<file path="src/hw/dsq_pkg.sv">
// Package for the delta-sigma conversion sequencer: register map, fields, timing.
`default_nettype none
package dsq_pkg;

  // ---------------------------------------------------------------
  // Register offsets (byte addresses, one word per register).
  // ---------------------------------------------------------------
  localparam logic [7:0] DSQ_CTRL_OFS   = 8'h00; // Mode, resolution, start.
  localparam logic [7:0] DSQ_STATUS_OFS = 8'h04; // Sticky events, write one to clear.
  localparam logic [7:0] DSQ_MASK_OFS   = 8'h08; // Interrupt mask.
  localparam logic [7:0] DSQ_RESULT_OFS = 8'h0c; // Conversion result, read clears done.
  localparam logic [7:0] DSQ_DECIM_OFS  = 8'h10; // Decimation length per conversion.
  localparam logic [7:0] DSQ_STATE_OFS  = 8'h14; // Live sequencer state.

  // ---------------------------------------------------------------
  // Control register fields.
  // ---------------------------------------------------------------
  localparam int DSQ_CTRL_START_BIT = 0;  // Write one to start.
  localparam int DSQ_CTRL_MODE_LSB  = 1;  // Two bits of mode.
  localparam int DSQ_CTRL_RES_LSB   = 4;  // Five bits of resolution.
  localparam int DSQ_CTRL_ENA_BIT   = 9;  // Enable for free-running modes.
  localparam int DSQ_CTRL_INSW_BIT  = 10; // Write one: input selection changed.

  // Status bit positions.
  localparam int DSQ_ST_DONE_BIT    = 0;  // A result is ready.
  localparam int DSQ_ST_OVR_BIT     = 1;  // A result was overwritten unread.
  localparam int DSQ_ST_NUM         = 2;

  // Reset values.
  localparam logic [4:0]  DSQ_RES_RST   = 5'h10;   // 16 bits.
  localparam logic [15:0] DSQ_DECIM_RST = 16'h0040;

  // Resolution limits.
  localparam logic [4:0] DSQ_RES_MIN   = 5'h08;
  localparam logic [4:0] DSQ_RES_MAX   = 5'h14;
  localparam logic [4:0] DSQ_TURBO_MIN = 5'h11;

  // Priming: conversions discarded before the first valid one.
  localparam logic [1:0] DSQ_PRIME_CNT = 2'h3;

  // ---------------------------------------------------------------
  // Operating modes.
  // ---------------------------------------------------------------
  typedef enum logic [1:0] {
    DSQ_MODE_SINGLE,
    DSQ_MODE_CONT,
    DSQ_MODE_MULTI,
    DSQ_MODE_TURBO
  } dsq_mode_e;

endpackage : dsq_pkg

`default_nettype wire

</file>
<file path="src/hw/dsq_sequencer.sv">
// Conversion sequencer and decimator for a delta-sigma converter.
//
// Contract
// - Four modes: single, continuous, multi, turbo.
// - Start by control bit or trigger input.
// - Completion sets status and holds done high.
// - Single: four conversions, result after fourth.
// - After single result read, back to standby.
// - Continuous: three primes, then every period.
// - Multi: reset and re-prime between samples.
// - Multi: next sample starts automatically.
// - Output invalid until fourth sample after switch.
// - Selectable resolution 8 to 20 bits.
// - Decimate serial bitstream into parallel results.
// - Results by polling, interrupt or DMA.
// - Turbo: wide resolutions prime once only.
`timescale 1ns/1ps
`default_nettype none

module dsq_sequencer
  import dsq_pkg::*;
#(
  parameter int RES_W = 20  // Widest result.
) (
  input  wire logic             clock_i,       // 10 MHz system clock.
  input  wire logic             arst_n_i,      // Asynchronous reset, active low.
  input  wire logic [7:0]       addr_i,        // Register byte address.
  input  wire logic [31:0]      wdata_i,       // Write data.
  input  wire logic             wr_i,          // Write strobe.
  input  wire logic             rd_i,          // Read strobe.
  output logic      [31:0]      rdata_o,       // Read data, one cycle later.
  input  wire logic             soc_i,         // Start-of-conversion trigger.
  input  wire logic             mod_bit_i,     // Modulator serial bitstream.
  input  wire logic             dma_ack_i,     // DMA read of the result.
  output logic                  eoc_o,         // Conversion done, held until read.
  output logic      [RES_W-1:0] result_o,      // Latest result.
  output logic                  mod_rst_o,     // Resets the modulator/decimator.
  output logic                  irq_o          // Level interrupt.
);

  // ---------------------------------------------------------------
  // Sequencer states.
  // ---------------------------------------------------------------
  typedef enum logic [1:0] {
    DSQ_ST_STANDBY,
    DSQ_ST_CONVERT,
    DSQ_ST_WAIT_READ
  } dsq_state_e;

  // Configuration registers.
  dsq_mode_e            mode_reg;       // Selected mode.
  logic [4:0]           res_reg;        // Resolution in bits.
  logic                 ena_reg;        // Free-run enable.
  logic [15:0]          decim_reg;      // Modulator bits per conversion.
  logic [DSQ_ST_NUM-1:0] status_reg;    // Sticky events.
  logic [DSQ_ST_NUM-1:0] mask_reg;      // Interrupt mask.

  // Sequencer and decimator state.
  dsq_state_e           state_reg;      // Current state.
  logic [15:0]          bit_cnt_reg;    // Bits into this conversion.
  logic [1:0]           prime_reg;      // Conversions still to discard.
  logic [RES_W+1:0]     acc_reg;        // Ones count of this conversion.
  logic [RES_W-1:0]     result_reg;     // Held result.
  logic                 eoc_reg;        // Done flag.
  logic [31:0]          rdata_reg;      // Read data register.

  // Decoded events.
  logic wr_ctrl;     // Write to control.
  logic start_sw;    // Software start bit.
  logic input_sw;    // Input selection changed.
  logic start_any;   // Any start request.
  logic res_read;    // Result read accepted.
  logic conv_end;    // Conversion period ends this cycle.
  logic deliver;     // A valid result is produced this cycle.
  logic wide_turbo;  // Turbo at 17 bits or more.

  // ---------------------------------------------------------------
  // Helper functions.
  // ---------------------------------------------------------------
  // Clamps a requested resolution into the supported range.
  function automatic logic [4:0] clamp_res(input logic [4:0] r);
    clamp_res = (r < DSQ_RES_MIN) ? DSQ_RES_MIN : ((r > DSQ_RES_MAX) ? DSQ_RES_MAX : r);
  endfunction

  // Scales the ones count to the configured width by shifting it down by RES_W minus the resolution.
  function automatic logic [RES_W-1:0] scale(input logic [RES_W+1:0] a, input logic [4:0] r);
    logic [RES_W+1:0] s;
    s = a >> (RES_W - int'(r));
    scale = s[RES_W-1:0];
  endfunction

  // ---------------------------------------------------------------
  // Event decode.
  // ---------------------------------------------------------------
  assign wr_ctrl    = wr_i && (addr_i == DSQ_CTRL_OFS);
  assign start_sw   = wr_ctrl && wdata_i[DSQ_CTRL_START_BIT];
  assign input_sw   = wr_ctrl && wdata_i[DSQ_CTRL_INSW_BIT];
  assign start_any  = start_sw || soc_i;
  assign res_read   = (rd_i && (addr_i == DSQ_RESULT_OFS)) || dma_ack_i;
  assign conv_end   = (state_reg == DSQ_ST_CONVERT) && (bit_cnt_reg == decim_reg - 16'h0001);
  assign deliver    = conv_end && (prime_reg == 2'h0);
  assign wide_turbo = (mode_reg == DSQ_MODE_TURBO) && (res_reg >= DSQ_TURBO_MIN);

  // ---------------------------------------------------------------
  // Configuration registers.
  // ---------------------------------------------------------------
  // Mode and resolution take effect as soon as they are written; changing them
  // mid-sequence is tolerated but the running result may be a mix.
  always_ff @(posedge clock_i or negedge arst_n_i) begin
    if (!arst_n_i) begin
      mode_reg  <= DSQ_MODE_SINGLE;
      res_reg   <= DSQ_RES_RST;
      ena_reg   <= 1'b0;
      decim_reg <= DSQ_DECIM_RST;
    end else begin
      if (wr_ctrl) begin
        mode_reg <= dsq_mode_e'(wdata_i[DSQ_CTRL_MODE_LSB +: 2]);
        res_reg  <= clamp_res(wdata_i[DSQ_CTRL_RES_LSB +: 5]);
        ena_reg  <= wdata_i[DSQ_CTRL_ENA_BIT];
      end
      if (wr_i && (addr_i == DSQ_DECIM_OFS) && (wdata_i[15:0] != 16'h0000)) begin
        decim_reg <= wdata_i[15:0];
      end
    end
  end

  // Mask register.
  always_ff @(posedge clock_i or negedge arst_n_i) begin
    if (!arst_n_i) begin
      mask_reg <= '0;
    end else if (wr_i && (addr_i == DSQ_MASK_OFS)) begin
      mask_reg <= wdata_i[DSQ_ST_NUM-1:0];
    end
  end

  // ---------------------------------------------------------------
  // Sequencer state machine.
  // ---------------------------------------------------------------
  // Free-running modes stop at the end of the running conversion once the enable is dropped; single mode always
  // waits for the result to be read before it listens for triggers again.
  always_ff @(posedge clock_i or negedge arst_n_i) begin
    if (!arst_n_i) begin
      state_reg <= DSQ_ST_STANDBY;
    end else begin
      case (state_reg)
        DSQ_ST_STANDBY: begin
          if (start_any) begin
            state_reg <= DSQ_ST_CONVERT;
          end
        end
        DSQ_ST_CONVERT: begin
          if (deliver && (mode_reg == DSQ_MODE_SINGLE)) begin
            state_reg <= DSQ_ST_WAIT_READ;
          end else if (conv_end && (mode_reg != DSQ_MODE_SINGLE) && !ena_reg) begin
            state_reg <= DSQ_ST_STANDBY;
          end
        end
        DSQ_ST_WAIT_READ: begin
          if (res_read) begin
            state_reg <= DSQ_ST_STANDBY;
          end
        end
        default: state_reg <= DSQ_ST_STANDBY;
      endcase
    end
  end

  // ---------------------------------------------------------------
  // Conversion period counter.
  // ---------------------------------------------------------------
  always_ff @(posedge clock_i or negedge arst_n_i) begin
    if (!arst_n_i) begin
      bit_cnt_reg <= 16'h0000;
    end else if ((state_reg != DSQ_ST_CONVERT) || conv_end) begin
      bit_cnt_reg <= 16'h0000;
    end else begin
      bit_cnt_reg <= bit_cnt_reg + 16'h0001;
    end
  end

  // ---------------------------------------------------------------
  // Priming counter.
  // ---------------------------------------------------------------
  // Three conversions are discarded at every fresh start, after each result in
  // multi mode and narrow turbo, and after any input switch.
  always_ff @(posedge clock_i or negedge arst_n_i) begin
    if (!arst_n_i) begin
      prime_reg <= DSQ_PRIME_CNT;
    end else if (input_sw) begin
      prime_reg <= DSQ_PRIME_CNT;
    end else if ((state_reg == DSQ_ST_STANDBY) && start_any) begin
      prime_reg <= DSQ_PRIME_CNT;
    end else if (conv_end) begin
      if (prime_reg != 2'h0) begin
        prime_reg <= prime_reg - 2'h1;
      end else if ((mode_reg == DSQ_MODE_MULTI) ||
                   ((mode_reg == DSQ_MODE_TURBO) && !wide_turbo)) begin
        prime_reg <= DSQ_PRIME_CNT;
      end
    end
  end

  // The decimator is held in reset outside conversions and pulsed after each result
  // in multi and both turbo modes; wide turbo only skips the re-priming.
  always_ff @(posedge clock_i or negedge arst_n_i) begin
    if (!arst_n_i) begin
      mod_rst_o <= 1'b1;
    end else begin
      mod_rst_o <= (state_reg != DSQ_ST_CONVERT) ||
                   (deliver && (mode_reg != DSQ_MODE_CONT));
    end
  end

  // ---------------------------------------------------------------
  // Decimator: counts ones over each conversion period.
  // ---------------------------------------------------------------
  // A plain counting filter trades stopband rejection for tiny area; the
  // priming conversions still flush the analog side after a switch.
  always_ff @(posedge clock_i or negedge arst_n_i) begin
    if (!arst_n_i) begin
      acc_reg <= '0;
    end else if ((state_reg != DSQ_ST_CONVERT) || conv_end) begin
      acc_reg <= '0;
    end else if (mod_bit_i) begin
      acc_reg <= acc_reg + (RES_W+2)'(1);
    end
  end

  // Result register updates on each valid conversion.
  always_ff @(posedge clock_i or negedge arst_n_i) begin
    if (!arst_n_i) begin
      result_reg <= '0;
    end else if (deliver) begin
      result_reg <= scale(acc_reg + (mod_bit_i ? (RES_W+2)'(1) : '0), res_reg);
    end
  end
  assign result_o = result_reg;

  // ---------------------------------------------------------------
  // Done flag: a new result wins over a read in the same cycle.
  // ---------------------------------------------------------------
  always_ff @(posedge clock_i or negedge arst_n_i) begin
    if (!arst_n_i) begin
      eoc_reg <= 1'b0;
    end else if (deliver) begin
      eoc_reg <= 1'b1;
    end else if (res_read) begin
      eoc_reg <= 1'b0;
    end
  end

  // The read clears done combinationally so the line drops in the read cycle.
  assign eoc_o = eoc_reg && !res_read;

  // ---------------------------------------------------------------
  // Sticky status and interrupt.
  // ---------------------------------------------------------------
  always_ff @(posedge clock_i or negedge arst_n_i) begin
    if (!arst_n_i) begin
      status_reg <= '0;
    end else begin
      for (int i = 0; i < DSQ_ST_NUM; i++) begin
        if (wr_i && (addr_i == DSQ_STATUS_OFS) && wdata_i[i]) begin
          status_reg[i] <= 1'b0;
        end
      end
      if (res_read) begin
        status_reg[DSQ_ST_DONE_BIT] <= 1'b0;
      end
      if (deliver) begin
        status_reg[DSQ_ST_DONE_BIT] <= 1'b1;
        if (eoc_reg && !res_read) begin
          status_reg[DSQ_ST_OVR_BIT] <= 1'b1;
        end
      end
    end
  end

  assign irq_o = |(status_reg & mask_reg);

  // ---------------------------------------------------------------
  // Read data path.
  // ---------------------------------------------------------------
  always_ff @(posedge clock_i or negedge arst_n_i) begin
    if (!arst_n_i) begin
      rdata_reg <= 32'h0000_0000;
    end else if (rd_i) begin
      case (addr_i)
        DSQ_CTRL_OFS:   rdata_reg <= 32'(ena_reg) << DSQ_CTRL_ENA_BIT |
                                     32'(res_reg) << DSQ_CTRL_RES_LSB |
                                     32'(mode_reg) << DSQ_CTRL_MODE_LSB;
        DSQ_STATUS_OFS: rdata_reg <= 32'(status_reg);
        DSQ_MASK_OFS:   rdata_reg <= 32'(mask_reg);
        DSQ_RESULT_OFS: rdata_reg <= 32'(result_reg);
        DSQ_DECIM_OFS:  rdata_reg <= 32'(decim_reg);
        DSQ_STATE_OFS:  rdata_reg <= 32'(prime_reg) << 2 | 32'(state_reg);
        default:        rdata_reg <= 32'h0000_0000;
      endcase
    end else begin
      rdata_reg <= 32'h0000_0000;
    end
  end
  assign rdata_o = rdata_reg;

endmodule : dsq_sequencer

`default_nettype wire

</file>
<file path="config.mk">
export PLATFORM = sky130hd
export DESIGN_NAME = dsq_sequencer
export DESIGN_NICKNAME = d
export VERILOG_FILES = /design/src/hw/dsq_pkg.sv /design/src/hw/dsq_sequencer.sv
export SDC_FILE = /design/constraint.sdc
export NUM_CORES = 1
export LEC_CHECK = 0
export ABC_AREA = 1
export BUFFER_PORTS_ARGS = -buffer_cell sky130_fd_sc_hd__buf_2
export CAP_MARGIN = 20
export CELL_PAD_IN_SITES_DETAIL_PLACEMENT = 0
export CELL_PAD_IN_SITES_GLOBAL_PLACEMENT = 1
export CORE_ASPECT_RATIO = 0.6
export CORE_MARGIN = 2
export CORE_UTILIZATION = 28
export CTS_CLUSTER_SIZE = 14
export DETAILED_ROUTE_END_ITERATION = 8
export PLACE_DENSITY = 0.59
export SLEW_MARGIN = 20
export SYNTH_ARGS = -nofsm -noshare
export SYNTH_HDL_FRONTEND = slang
export SYNTH_SLANG_ARGS = --single-unit
</file>
<file path="constraint.sdc">
create_clock -name clock_i -period 2.95 [get_ports clock_i]
set_clock_uncertainty 0.05 [all_clocks]
set_input_delay 0.295 -clock clock_i [delete_from_list [all_inputs] [get_ports clock_i]]
set_output_delay 0.295 -clock clock_i [all_outputs]
set_load 0.1 [all_outputs]
</file>
======== Word level (Yosys, flattened, before mapping) ========
Cells that the tools add are included.
cells by class
  shift operators ......................... 1
  bitwise gates (word level) .............. 4
  mux-type cells .......................... 25
  add/subtract/negate cells ............... 6
  reduce and logical (&&, ||, !) cells .... 43
  order comparisons ....................... 3
  eq/ne operators ......................... 15
operators with widths
  kind                     number
  $pmux W20 S6             1
  $mux W22                 2
  $mux W32                 1
  $shr A22 B32 Y20         1
  $add A22 B1 Y22          1
  $add A22 B1 Y22 const B  1
  $logic_and A1 B1 Y1      20
  $mux W2                  10
  $add A16 B1 Y16 const B  1
  $eq A16 B16 Y1           1
  $eq A8 B4 Y1 const B     2
  $eq A8 B5 Y1 const B     2
  $mux W16                 1
  $reduce_bool A16 Y1      1
  $sub A16 B1 Y16 const B  1
  $mux W5                  2
  $or A10 B3 Y10           1
  $or A10 B9 Y10           1
  $eq A8 B3 Y1 const B     1
  $logic_not A8 Y1         1
  $reduce_bool A2 Y1       4
  $mux W1                  7
  $eq A2 B2 Y1 const B     3
  $logic_not A2 Y1         3
  other kinds (19)         28
storage, ports and cells
  word-level logic and storage cells ...... 112
  flip-flop bits (word level) ............. 124
  input bits .............................. 47
  output and inout bits ................... 55

======== Longest topological paths before layout ========
Gate-level depths: netlist of the first run.
  word-level depth ........................ 10
  depth in mapped cells ................... 17
  depth with buffers taken out ............ 17

======== Least setup slack after synthesis of the first run ========
No wires, ideal clock.
  path type ............................... reg2reg
  start ................................... register res_reg[0]
  end ..................................... register result_reg[4], in the netlist result_o[4]
  path slack .............................. 0.536 ns
  data required time ...................... 2.780 ns
  library setup time ...................... 0.120 ns
  buffers on the path ..................... 3
  clock period less this slack ............ 2.414 ns
  arrival ................................. 2.244 ns
  stages on the path, launching flop included .. 14
  path through ............................ dfrtp_1 > buf_2 > clkinv_1 > clkbuf_1 > ha_1 > xnor2_2 > clkinv_1 > clkbuf_1 > nand3_1 > nand3_1 > nand2_1 > nand2_1 > nand2_1 > nand2_1
between the ends
  cells in the longest elaborated chain, start to end .. 2
ends and longest elaborated chain
  element                   RTL line              RTL
  start: declaration        dsq_sequencer.sv:52   logic [4:0] res_reg;
  start signal: assignment  dsq_sequencer.sv:118  res_reg <= clamp_res(wdata_i[DSQ_CTRL_RES_LSB +: 5]);
  $sub A5 B5 Y6             dsq_sequencer.sv:88   s = a >> (RES_W - int'(r));
  $shr A22 B32 Y20          dsq_sequencer.sv:88
  end signal: assignment    dsq_sequencer.sv:234  result_reg <= scale(acc_reg + (mod_bit_i ? (RES_W+2)'(1) : '0), res_reg);
  end: declaration          dsq_sequencer.sv:63   logic [RES_W-1:0] result_reg;
No other way between the ends.
A chain may end at the register's enable or synchronous reset.

======== Final worst setup path of the first run ========
  start ................................... register decim_reg[1]
  end ..................................... register result_reg[17], in the netlist result_o[17]
between the ends
  cells in the longest elaborated chain, start to end .. 4
ends and longest elaborated chain
  element                   RTL line              RTL
  start: declaration        dsq_sequencer.sv:54   logic [15:0] decim_reg;
  start signal: assignment  dsq_sequencer.sv:122  decim_reg <= wdata_i[15:0];
  $sub A16 B1 Y16           dsq_sequencer.sv:100  assign conv_end = (state_reg == DSQ_ST_CONVERT) && (bit_cnt_reg == decim_reg - 16'h0001);
  $eq A16 B16 Y1            dsq_sequencer.sv:100
  $logic_and A1 B1 Y1       dsq_sequencer.sv:100
  $logic_and A1 B1 Y1       dsq_sequencer.sv:101  assign deliver = conv_end && (prime_reg == 2'h0);
No other way between the ends.

==> results.toml, run 1 <==
[setup_path]
cp.arrival_ps = 2960
endpoint_kind = "flip-flop"
setup.worst_path.start_class = "flip-flop"
crit_fanout = 21
crit_type = "reg -> reg"
required_ps = 3190

[routing]
vias_per_cell = 4.77
routed-via-count = 7422
dr.first_iter.drc_count = 698
ant_nets = 0
drt_wl_total_mm = 26.3
wire_per_inst_um = 16.9
drc = 0
first_pass_iters = 5

[floorplanning]
die_y_um = 131
start_util = 0.285
dieWidth_um = 216
num_rows = 46
die_area_mm2 = 0.0283
io-pin-count = 102
core_area_mm2 = 0.0264

[grt]
antenna_found_initial = 0
track_usage = 0.191
grt_start_max_net_pins = 48
grt_overflow_total = 0
grt_pass1_wl_mm = 41.4
grt_pass1_vias = 6822

[power]
ir_worst_vdd_mv = 0.222
p_sw_uw = 1500
seq_power_share = 0.425
p_comb_frac = 0.230
internal_power_uw = 2600
clock_power_share = 0.345
swShare = 0.365
leakage_uw = 0.00425
p_per_area_mw_per_mm2 = 469

[yosys]
seq_area_frac_synth = 0.372
syn_area_mm2 = 0.00754
synth_cells = 1115
ys_ff_latch = 112
synth_ff_type = "dfrtp_1"
syn_area_per_cell_um2 = 6.76
synth_cell_types = 50
synth-edff-count = 0
yosysWarnings = 0
synthArstFlopShare = 1.00

[run]
maxCapViolCount = 0

[layout]
finalNonFillerCells = 1557
largest_register_ffs = 22
drive_above_1_share = 0.130
layout.cell_area.non_filler_mm2 = 0.00874
final_nets = 1247
syn_to_final_growth_pct = 15.9
diodes = 0

[placement]
post-dp-hpwl_mm = 20.9
preCtsSetupSlack_ps = 242
dpl_cell_area_mm2 = 0.00840
gp_congestion = 0.860
place.port_buffers = 73
dp.cells = 1540

[sta]
rsz0062_at_grt = "no"
max-slew-margin-rel = 0.290
timing.final.max_slew_violations = 0
post-route-period-util = 0.923
holdWs_ps = 112
fin_crit_ps = 2720
max_freq_mhz = 367
final_hold_viol_count = 0
tns_ps = 0
setup_viol = 0
setup_slack_ps = 227
worst_pin_slew_ps = 1060

[run_status]
status = "complete, no violations"

[clock_network]
root_buffer = "clkbuf_16"
cts.sinks = 112
cts_setup_buffers = 0
clock_latency_ps = 400
cts_tree = "yes"
cts_buffers = 9
cts-resized-gates = 0
path_clk_slew_ps = 80
cts.path.max_buffers = 2
hold_buffers = 1
htreeDepth = 3

[hold_path]
hold_class = "in -> reg"
==> through the flow <==
stage | util | power, uW
floorplan | - | 2430
global placement | 0.318 | 2700
detailed placement | 0.318 | 2710
CTS | 0.331 | 4150
global route | 0.331 | 4360
finish | 0.331 | 4100
==> cells in the mapped netlist (all sizes together), types with 3 or more instances <==
cell type / instances / area, um^2
a21oi: 34 / 170
a31oi: 4 / 25.0
buf: 29 / 189
clkbuf: 15 / 56.3
dfrtp: 107 / 2680
dfstp: 5 / 131
ha: 8 / 100
inv: 130 / 488
nand2: 333 / 1260
nand3: 141 / 721
nand4: 36 / 231
nor2: 133 / 576
nor3: 20 / 105
nor3b: 4 / 30.0
nor4: 3 / 25.0
o211ai: 6 / 45.0
o21ai: 52 / 264
o21bai: 3 / 22.5
o221ai: 4 / 35.0
o22ai: 5 / 31.3
xnor2: 6 / 60.1
xor2: 22 / 193
==> power groups by stage <==
stage          Sequential [uW]  Combinational, uW  Clock [uW]
2_1_floorplan             1720                706           0
3_3_place_gp              1770                932           0
3_5_place_dp              1770                939           0
4_1_cts                   1740                942        1470
5_1_grt                   1760               1080        1530
6_report                  1740                943        1420
==> critical path: stages (launching register included) <==
cell and delay (ps):
dfrtp_1 430, inv_1 100, ha_1 200, nand3_2 170, o21ai_1 310, nand2_1 90, nand2_1 70, nand2_1 60
nor2_1 110, nand3_1 190, nor2_1 210, nand2_1 130, nor2_4 150, inv_2 180, nand2_1 100, o21ai_1 70
==> area by class of cell <==
cell class              instances  area (um^2)
clock inverters                 7          103
well taps                     360          450
clock buffers                   9          225
fillers                      2930        17700
inverters                     132          495
multi-input cells             838         4060
flip-flops and latches        112         2810
repair buffers                 99          603
==> path summary, 6_finish.rpt <==
check | startpoint | end | slack [ps] | cells past startpoint
max | decim_reg[1] | result_o[17] | 230 | 15
min | mod_bit_i | acc_reg[1] | 110 | 2
max reg2reg | decim_reg[1] | result_o[17] | 230 | 15
max in group asynchronous | arst_n_i | mod_rst_o | 1620 | 3
min reg2reg | result_o[9] | result_o[9] | 480 | 2
min in group asynchronous | arst_n_i | acc_reg[16] | 380 | 2
==> kinds of logic (layout without fill, tap and decap cells) <==
logic type                 Yosys count  after routing  share of synthesized area
and+or+nand+nor                    674            674                      0.394
buffers and inverters              176            247                     0.0982
DFF                                112            112                      0.372
adders and majority gates            8              8                     0.0133
xor gates and xnor gates            28             28                     0.0335
other                                1             12                   0.000497
AOI/OAI and AO/OA                  116            116                     0.0876
==> cell usage in the layout, fill, tap and decap left out, types with 3 or more instances in the layout <==
master     count
clkbuf_16      9
nand4_1       35
nand2_1      329
buf_4         23
a21oi_1       34
o211ai_1       6
nand2_2        4
nor2_4         5
conb_1        12
a31oi_1        4
nor2_1       118
nand3_1      138
xnor2_1        5
buf_12         3
nor3b_1        4
o21ai_0       38
nor3_1        19
o21ai_1       12
buf_2         72
dfstp_2        5
o22ai_1        5
xor2_1        22
inv_2          6
dfrtp_1      107
inv_1        124
o221ai_1       4
o21bai_1       3
ha_1           8
nor2_2         9
nand3_2        3
==> per-layer routing <==
layer / share of wire / track usage
met1: 0.59 / 0.330
met4: 0.0070 / 0.0322
met5: 0 / 0
met3: 0.052 / 0.0400
met2: 0.35 / 0.231
No activity file was read; power rests on OpenSTA's default activity.
==> inputs of run 2 (changes only) <==
--- a/config.mk
+++ b/config.mk
@@ -8,14 +8,12 @@
 export ABC_AREA = 1
 export BUFFER_PORTS_ARGS = -buffer_cell sky130_fd_sc_hd__buf_2
 export CAP_MARGIN = 20
-export CELL_PAD_IN_SITES_DETAIL_PLACEMENT = 0
-export CELL_PAD_IN_SITES_GLOBAL_PLACEMENT = 1
 export CORE_ASPECT_RATIO = 0.6
 export CORE_MARGIN = 2
 export CORE_UTILIZATION = 28
 export CTS_CLUSTER_SIZE = 14
 export DETAILED_ROUTE_END_ITERATION = 8
-export PLACE_DENSITY = 0.59
+export PLACE_DENSITY = 0.46
 export SLEW_MARGIN = 20
 export SYNTH_ARGS = -nofsm -noshare
 export SYNTH_HDL_FRONTEND = slang
==> run 2 against run 1 <==
Cell count fell by 0.39%. Count of clock-buffer cells in the layout did not move. Utilization fell by 0.21 points. Sequential share of layout area rose by 0.21 points. Sequential cell count did not move. Critical path depth did not move. Final area fell by 0.64%. Combinational power fell by 3.2%. Hold slack got worse by 6.6 ps. Critical path type unchanged. Largest cell class unchanged.
==> results.toml, run 2 (synthesis results as in run 1) <==
[layout]
diodes = 0
utilization = 0.329
syn_to_final_growth_pct = 15.1
final_cell_mix = "nand2_1, nand3_1, inv_1"
finalNonFillerCells = 1551
layout.cell_area.non_filler_mm2 = 0.00868
largest_register_ffs = 22
drive_above_1_share = 0.129
layout_commonest_cell = "nand2_1"
final_nets = 1241

[setup_path]
required_ps = 3180
endpoint_kind = "flip-flop"
setup.worst_path.start_class = "flip-flop"
crit_fanout = 4
crit_type = "reg -> reg"
cp.arrival_ps = 2900

[sta]
max_freq_mhz = 374
fin_crit_ps = 2670
setup_viol = 0
rsz0062_at_grt = "no"
holdWs_ps = 105
max-slew-margin-rel = 0.279
post-route-period-util = 0.906
timing.final.max_slew_violations = 0
worst_pin_slew_ps = 1080
tns_ps = 0
final_hold_viol_count = 0

[grt]
grt_overflow_total = 0
antenna_found_initial = 1
grt_pass1_vias = 6875
grt_start_max_net_pins = 48
grt_pass1_wl_mm = 39.8
track_usage = 0.181

[routing]
ant_nets = 0
wire_per_inst_um = 16.1
drc = 0
wl_met1_mm = 13.6
drt_wl_total_mm = 24.9
met2WireLength_mm = 9.30
first_pass_iters = 5
dr.first_iter.drc_count = 712
wl_met3_mm = 1.78
routed-via-count = 7438
vias_per_cell = 4.80
top_layer_used = "met4"

[clock_network]
clock_latency_ps = 390
htreeDepth = 3
cts.path.max_buffers = 2
cts_buffers = 9
root_buffer = "clkbuf_16"
cts.sinks = 112
cts_tree = "yes"
path_clk_slew_ps = 80

[placement]
dpl_cell_area_mm2 = 0.00833
post-dp-hpwl_mm = 19.6
dp.cells = 1532
gp_congestion = 0.857
place.port_buffers = 73

[floorplanning]
core_area_mm2 = 0.0264
die_y_um = 131
io-pin-count = 102
die_area_mm2 = 0.0283
start_util = 0.285
num_rows = 46
dieWidth_um = 216

[hold_path]
hold_class = "in -> reg"

[run_status]
status = "complete, no violations"

[run]
maxCapViolCount = 0

[power]
p_per_area_mw_per_mm2 = 454
ir_worst_vdd_mv = 0.290
leakage_uw = 0.00420
==> run 2: area by class of cell <==
| cell class | count | area, um^2 |
|---|---|---|
| multi-input cells | 839 | 4090 |
| fillers | 2891 | 17700 |
| flip-flops and latches | 112 | 2810 |
| repair buffers | 92 | 538 |
| clock inverters | 7 | 70.1 |
| clock buffers | 9 | 225 |
| inverters | 132 | 498 |
| well taps | 360 | 450 |
==> run 2: path summary, 6_finish.rpt <==
| path | slack [ps] | end | from | depth (start not counted) |
|---|---|---|---|---|
| min reg2reg | 460 | bit_cnt_reg[0] | bit_cnt_reg[0] | 1 |
| min in group asynchronous | 430 | bit_cnt_reg[10] | arst_n_i | 2 |
| max reg2reg | 280 | result_o[5] | acc_reg[0] | 15 |
| max in group asynchronous | 1640 | acc_reg[11] | arst_n_i | 3 |
| min | 110 | acc_reg[1] | mod_bit_i | 2 |
| max | 280 | result_o[5] | acc_reg[0] | 15 |
==> run 2: what timing repair did <==
item | CTS | global route
endpoints found under the hold margin | 43 | 0
hold buffers | 1 | 0
resized for setup | 0 | 9
buffers inserted | 0 | 1
setup endpoints to repair | 0 | 21
==> run 2: report_power, final <==
part / leakage (uW) / internal [uW] / switching, uW
Sequential: 0.00138 / 1620 / 118
Clock: 0.000142 / 599 / 696
Combinational: 0.00268 / 278 / 635
Total: 0.00420 / 2500 / 1450
==> run 2: critical path, stage by stage (launching register included) <==
cell and delay (ps):
dfrtp_1 410, ha_1 220, ha_2 240, nand2_1 80, nor2_1 200, nand2_1 150, nor2_1 210, nand3_1 180
nand4_1 170, nand3_1 100, nand3_1 150, nand3_1 120, nand2_1 90, nand2_1 50, nand2_1 100, nand2_1 50
==> run 2: through the flow <==
step                power (uW)  setup WS, ps
finish                    3940           278
global route              4200          19.4
CTS                       3990           188
detailed placement        2670           206
global placement          2670           175
floorplan                 2430           536
==> run 2: layer usage <==
metal	global-route usage	vias up
met5	0	-
met4	0.0322	0
met3	0.0468	15
met2	0.232	208
met1	0.295	3458
li1	-	3757
==> inputs of run 3 (changes only) <==
--- a/config.mk
+++ b/config.mk
@@ -10,10 +10,10 @@
 export CAP_MARGIN = 20
 export CORE_ASPECT_RATIO = 0.6
 export CORE_MARGIN = 2
-export CORE_UTILIZATION = 28
+export CORE_UTILIZATION = 53
 export CTS_CLUSTER_SIZE = 14
 export DETAILED_ROUTE_END_ITERATION = 8
-export PLACE_DENSITY = 0.46
+export PLACE_DENSITY = 0.78
 export SLEW_MARGIN = 20
 export SYNTH_ARGS = -nofsm -noshare
 export SYNTH_HDL_FRONTEND = slang
==> constraint.sdc (replaced) <==
create_clock -name clock_i -period 2.25 [get_ports clock_i]
set_clock_uncertainty 0.05 [all_clocks]
set_input_delay 0.225 -clock clock_i [delete_from_list [all_inputs] [get_ports clock_i]]
set_output_delay 0.225 -clock clock_i [all_outputs]
set_load 0.1 [all_outputs]
==> run 3 against run 2 <==
The run now ends with negative setup slack left. Wire length fell by 8.1%. Count of clock-buffer cells in the layout rose by 1. Die area fell by 46%. Sequential power rose by 30%. Critical path depth rose by 1. Critical endpoint is now state_reg[0]. Highest routed layer unchanged.
==> results.toml, run 3 (synthesis results as in run 1) <==
[run_status]
status = "complete, but fails checks"
violations = "negative setup slack"

[sta]
setup_slack_ps = -138
fin_crit_ps = 2390
worst_pin_slew_ps = 629
timing.final.max_slew_violations = 0
setup_viol = 53
max-slew-margin-rel = 0.570
post-route-period-util = 1.06
tns_ps = -2210
final_hold_viol_count = 0
rsz0062_at_grt = "yes"
max_freq_mhz = 419
holdWs_ps = 90.1

[grt]
grt_start_max_net_pins = 43
track_usage = 0.305
grt_overflow_total = 0
grt_pass1_vias = 7090
grt_pass1_wl_mm = 36.1
antenna_found_initial = 0

[placement]
preCtsSetupSlack_ps = -199
post-dp-hpwl_mm = 17.3
gp_congestion = 0.971
place.port_buffers = 73

[clock_network]
cts.path.max_buffers = 2
cts.sinks = 112
path_clk_slew_ps = 80
htreeDepth = 3
clock_latency_ps = 360
root_buffer = "clkbuf_16"
cts_buffers = 9
cts_tree = "yes"

[floorplanning]
core_area_mm2 = 0.0138
dieWidth_um = 158
die_y_um = 96.4
num_rows = 33
io-pin-count = 102
start_util = 0.547
die_area_mm2 = 0.0152

[layout]
final_nets = 1296
layout_commonest_cell = "nand2_1"
final_cell_mix = "nand2_1, nand3_1, inv_1"
syn_to_final_growth_pct = 22.4
drive_above_1_share = 0.214
diodes = 0
largest_register_ffs = 22

[setup_path]
timing.critical_path.to = "state_reg[0]"
crit_type = "reg -> reg"
rr_worst_depth = 16
crit_slowest_cell = "dfrtp_1"
setup.worst_path.start_class = "flip-flop"
worst-r2r-setup-slack_ps = -140
cp.arrival_ps = 2580
r2r_start = "decim_reg[1]"
cp.depth = 16
cp-startpoint = "decim_reg[1]"
max_stage_delay_ps = 400
path_cells = "inv_2, ha_4, nand3_4, nor2_4, nand3_1, nand2_2, nand2_1, nor2_1, nand2_2, nor2_2, nand2_2, nor2_4, buf_4, nand2_1, nand2_1, o21bai_1"
crit_buf_inv = 2
required_ps = 2440
reg2reg_to = "state_reg[0]"
crit_fanout = 5
endpoint_kind = "flip-flop"
crit_family = "simple AND/OR/NAND/NOR gates"

[routing]
ant_nets = 0
top_layer_used = "met4"
drc = 0
wl_met3_mm = 2.48
drt_wl_total_mm = 22.9
wire_per_inst_um = 15.9
vias_per_cell = 5.58
dr.first_iter.drc_count = 775
first_pass_iters = 6
wl_met1_mm = 10.5
routed-via-count = 8031
met2WireLength_mm = 9.58

[hold_path]
hold_class = "in -> reg"

[power]
internal_power_uw = 3390
clock_power_share = 0.306
p_per_area_mw_per_mm2 = 572
ir_worst_vdd_mv = 0.414
swShare = 0.357
p_sw_uw = 1890
leakage_uw = 0.00455
p_comb_frac = 0.266
seq_power_share = 0.428
power.total_uw = 5280

[run]
maxCapViolCount = 0
-- run 3: power groups by stage --
stage | clock network [uW] | registers [uW] | logic (uW)
2_1_floorplan | 0 | 2260 | 927
3_3_place_gp | 0 | 2280 | 1240
3_5_place_dp | 0 | 2290 | 1270
4_1_cts | 1630 | 2260 | 1310
5_1_grt | 1690 | 2280 | 1560
6_report | 1610 | 2260 | 1400
-- run 3: metrics by stage --
| stage | area, um^2 | util | cells |
|---|---|---|---|
| after floorplan | 7590 | - | 1126 |
| after global placement | 8500 | 0.617 | 1413 |
| after detailed placement | 8500 | 0.617 | 1413 |
| after CTS | 8960 | 0.650 | 1432 |
| after global routing | 9240 | 0.670 | 1438 |
| final | 9240 | 0.670 | 1438 |
-- run 3: timing repair --
item	CTS	global route
gates cloned	0	2
hold endpoints to repair	31	0
hold buffers	1	0
buffers inserted	2	4
gates resized for setup	38	60
pin swaps	19	23
endpoints found under the setup margin	58	67
-- run 3: worst register-to-register path: cells and delay by family (launching register included) --
family          cells  cell delay (ps)
simple gates       12             1370
flops               1              400
buf+inv             2              230
fa+ha+maj           1              160
compound gates      1               60
-- run 3: cell type report --
| cell class | count | area [um^2] |
|---|---|---|
| Fill cell | 1223 | 4560 |
| Multi-Input combinational cell | 839 | 4370 |
| Inverter | 132 | 508 |
| Tap cell | 192 | 240 |
| Timing Repair Buffer | 147 | 1010 |
| Clock inverter | 6 | 62.6 |
| Sequential cell | 112 | 2810 |
| Clock buffer | 10 | 229 |
-- run 3: how the worst min path moves through the flow --
stage	start	endpoint	slack, ps	cells past startpoint
after floorplan	arst_n_i	acc_reg[0]	-120	0
after global placement	arst_n_i	bit_cnt_reg[11]	160	1
after detailed placement	arst_n_i	bit_cnt_reg[11]	170	1
after CTS	wdata_i[13]	decim_reg[13]	80	3
after global routing	rd_i	rdata_o[2]	100	3
final	wdata_i[13]	decim_reg[13]	90	3
-- run 3: metal layers --
layer | track usage | up-vias
li1 | - | 3880
met1 | 0.446 | 3735
met2 | 0.445 | 383
met3 | 0.0941 | 33
met4 | 0.0646 | 0
met5 | 0 | -
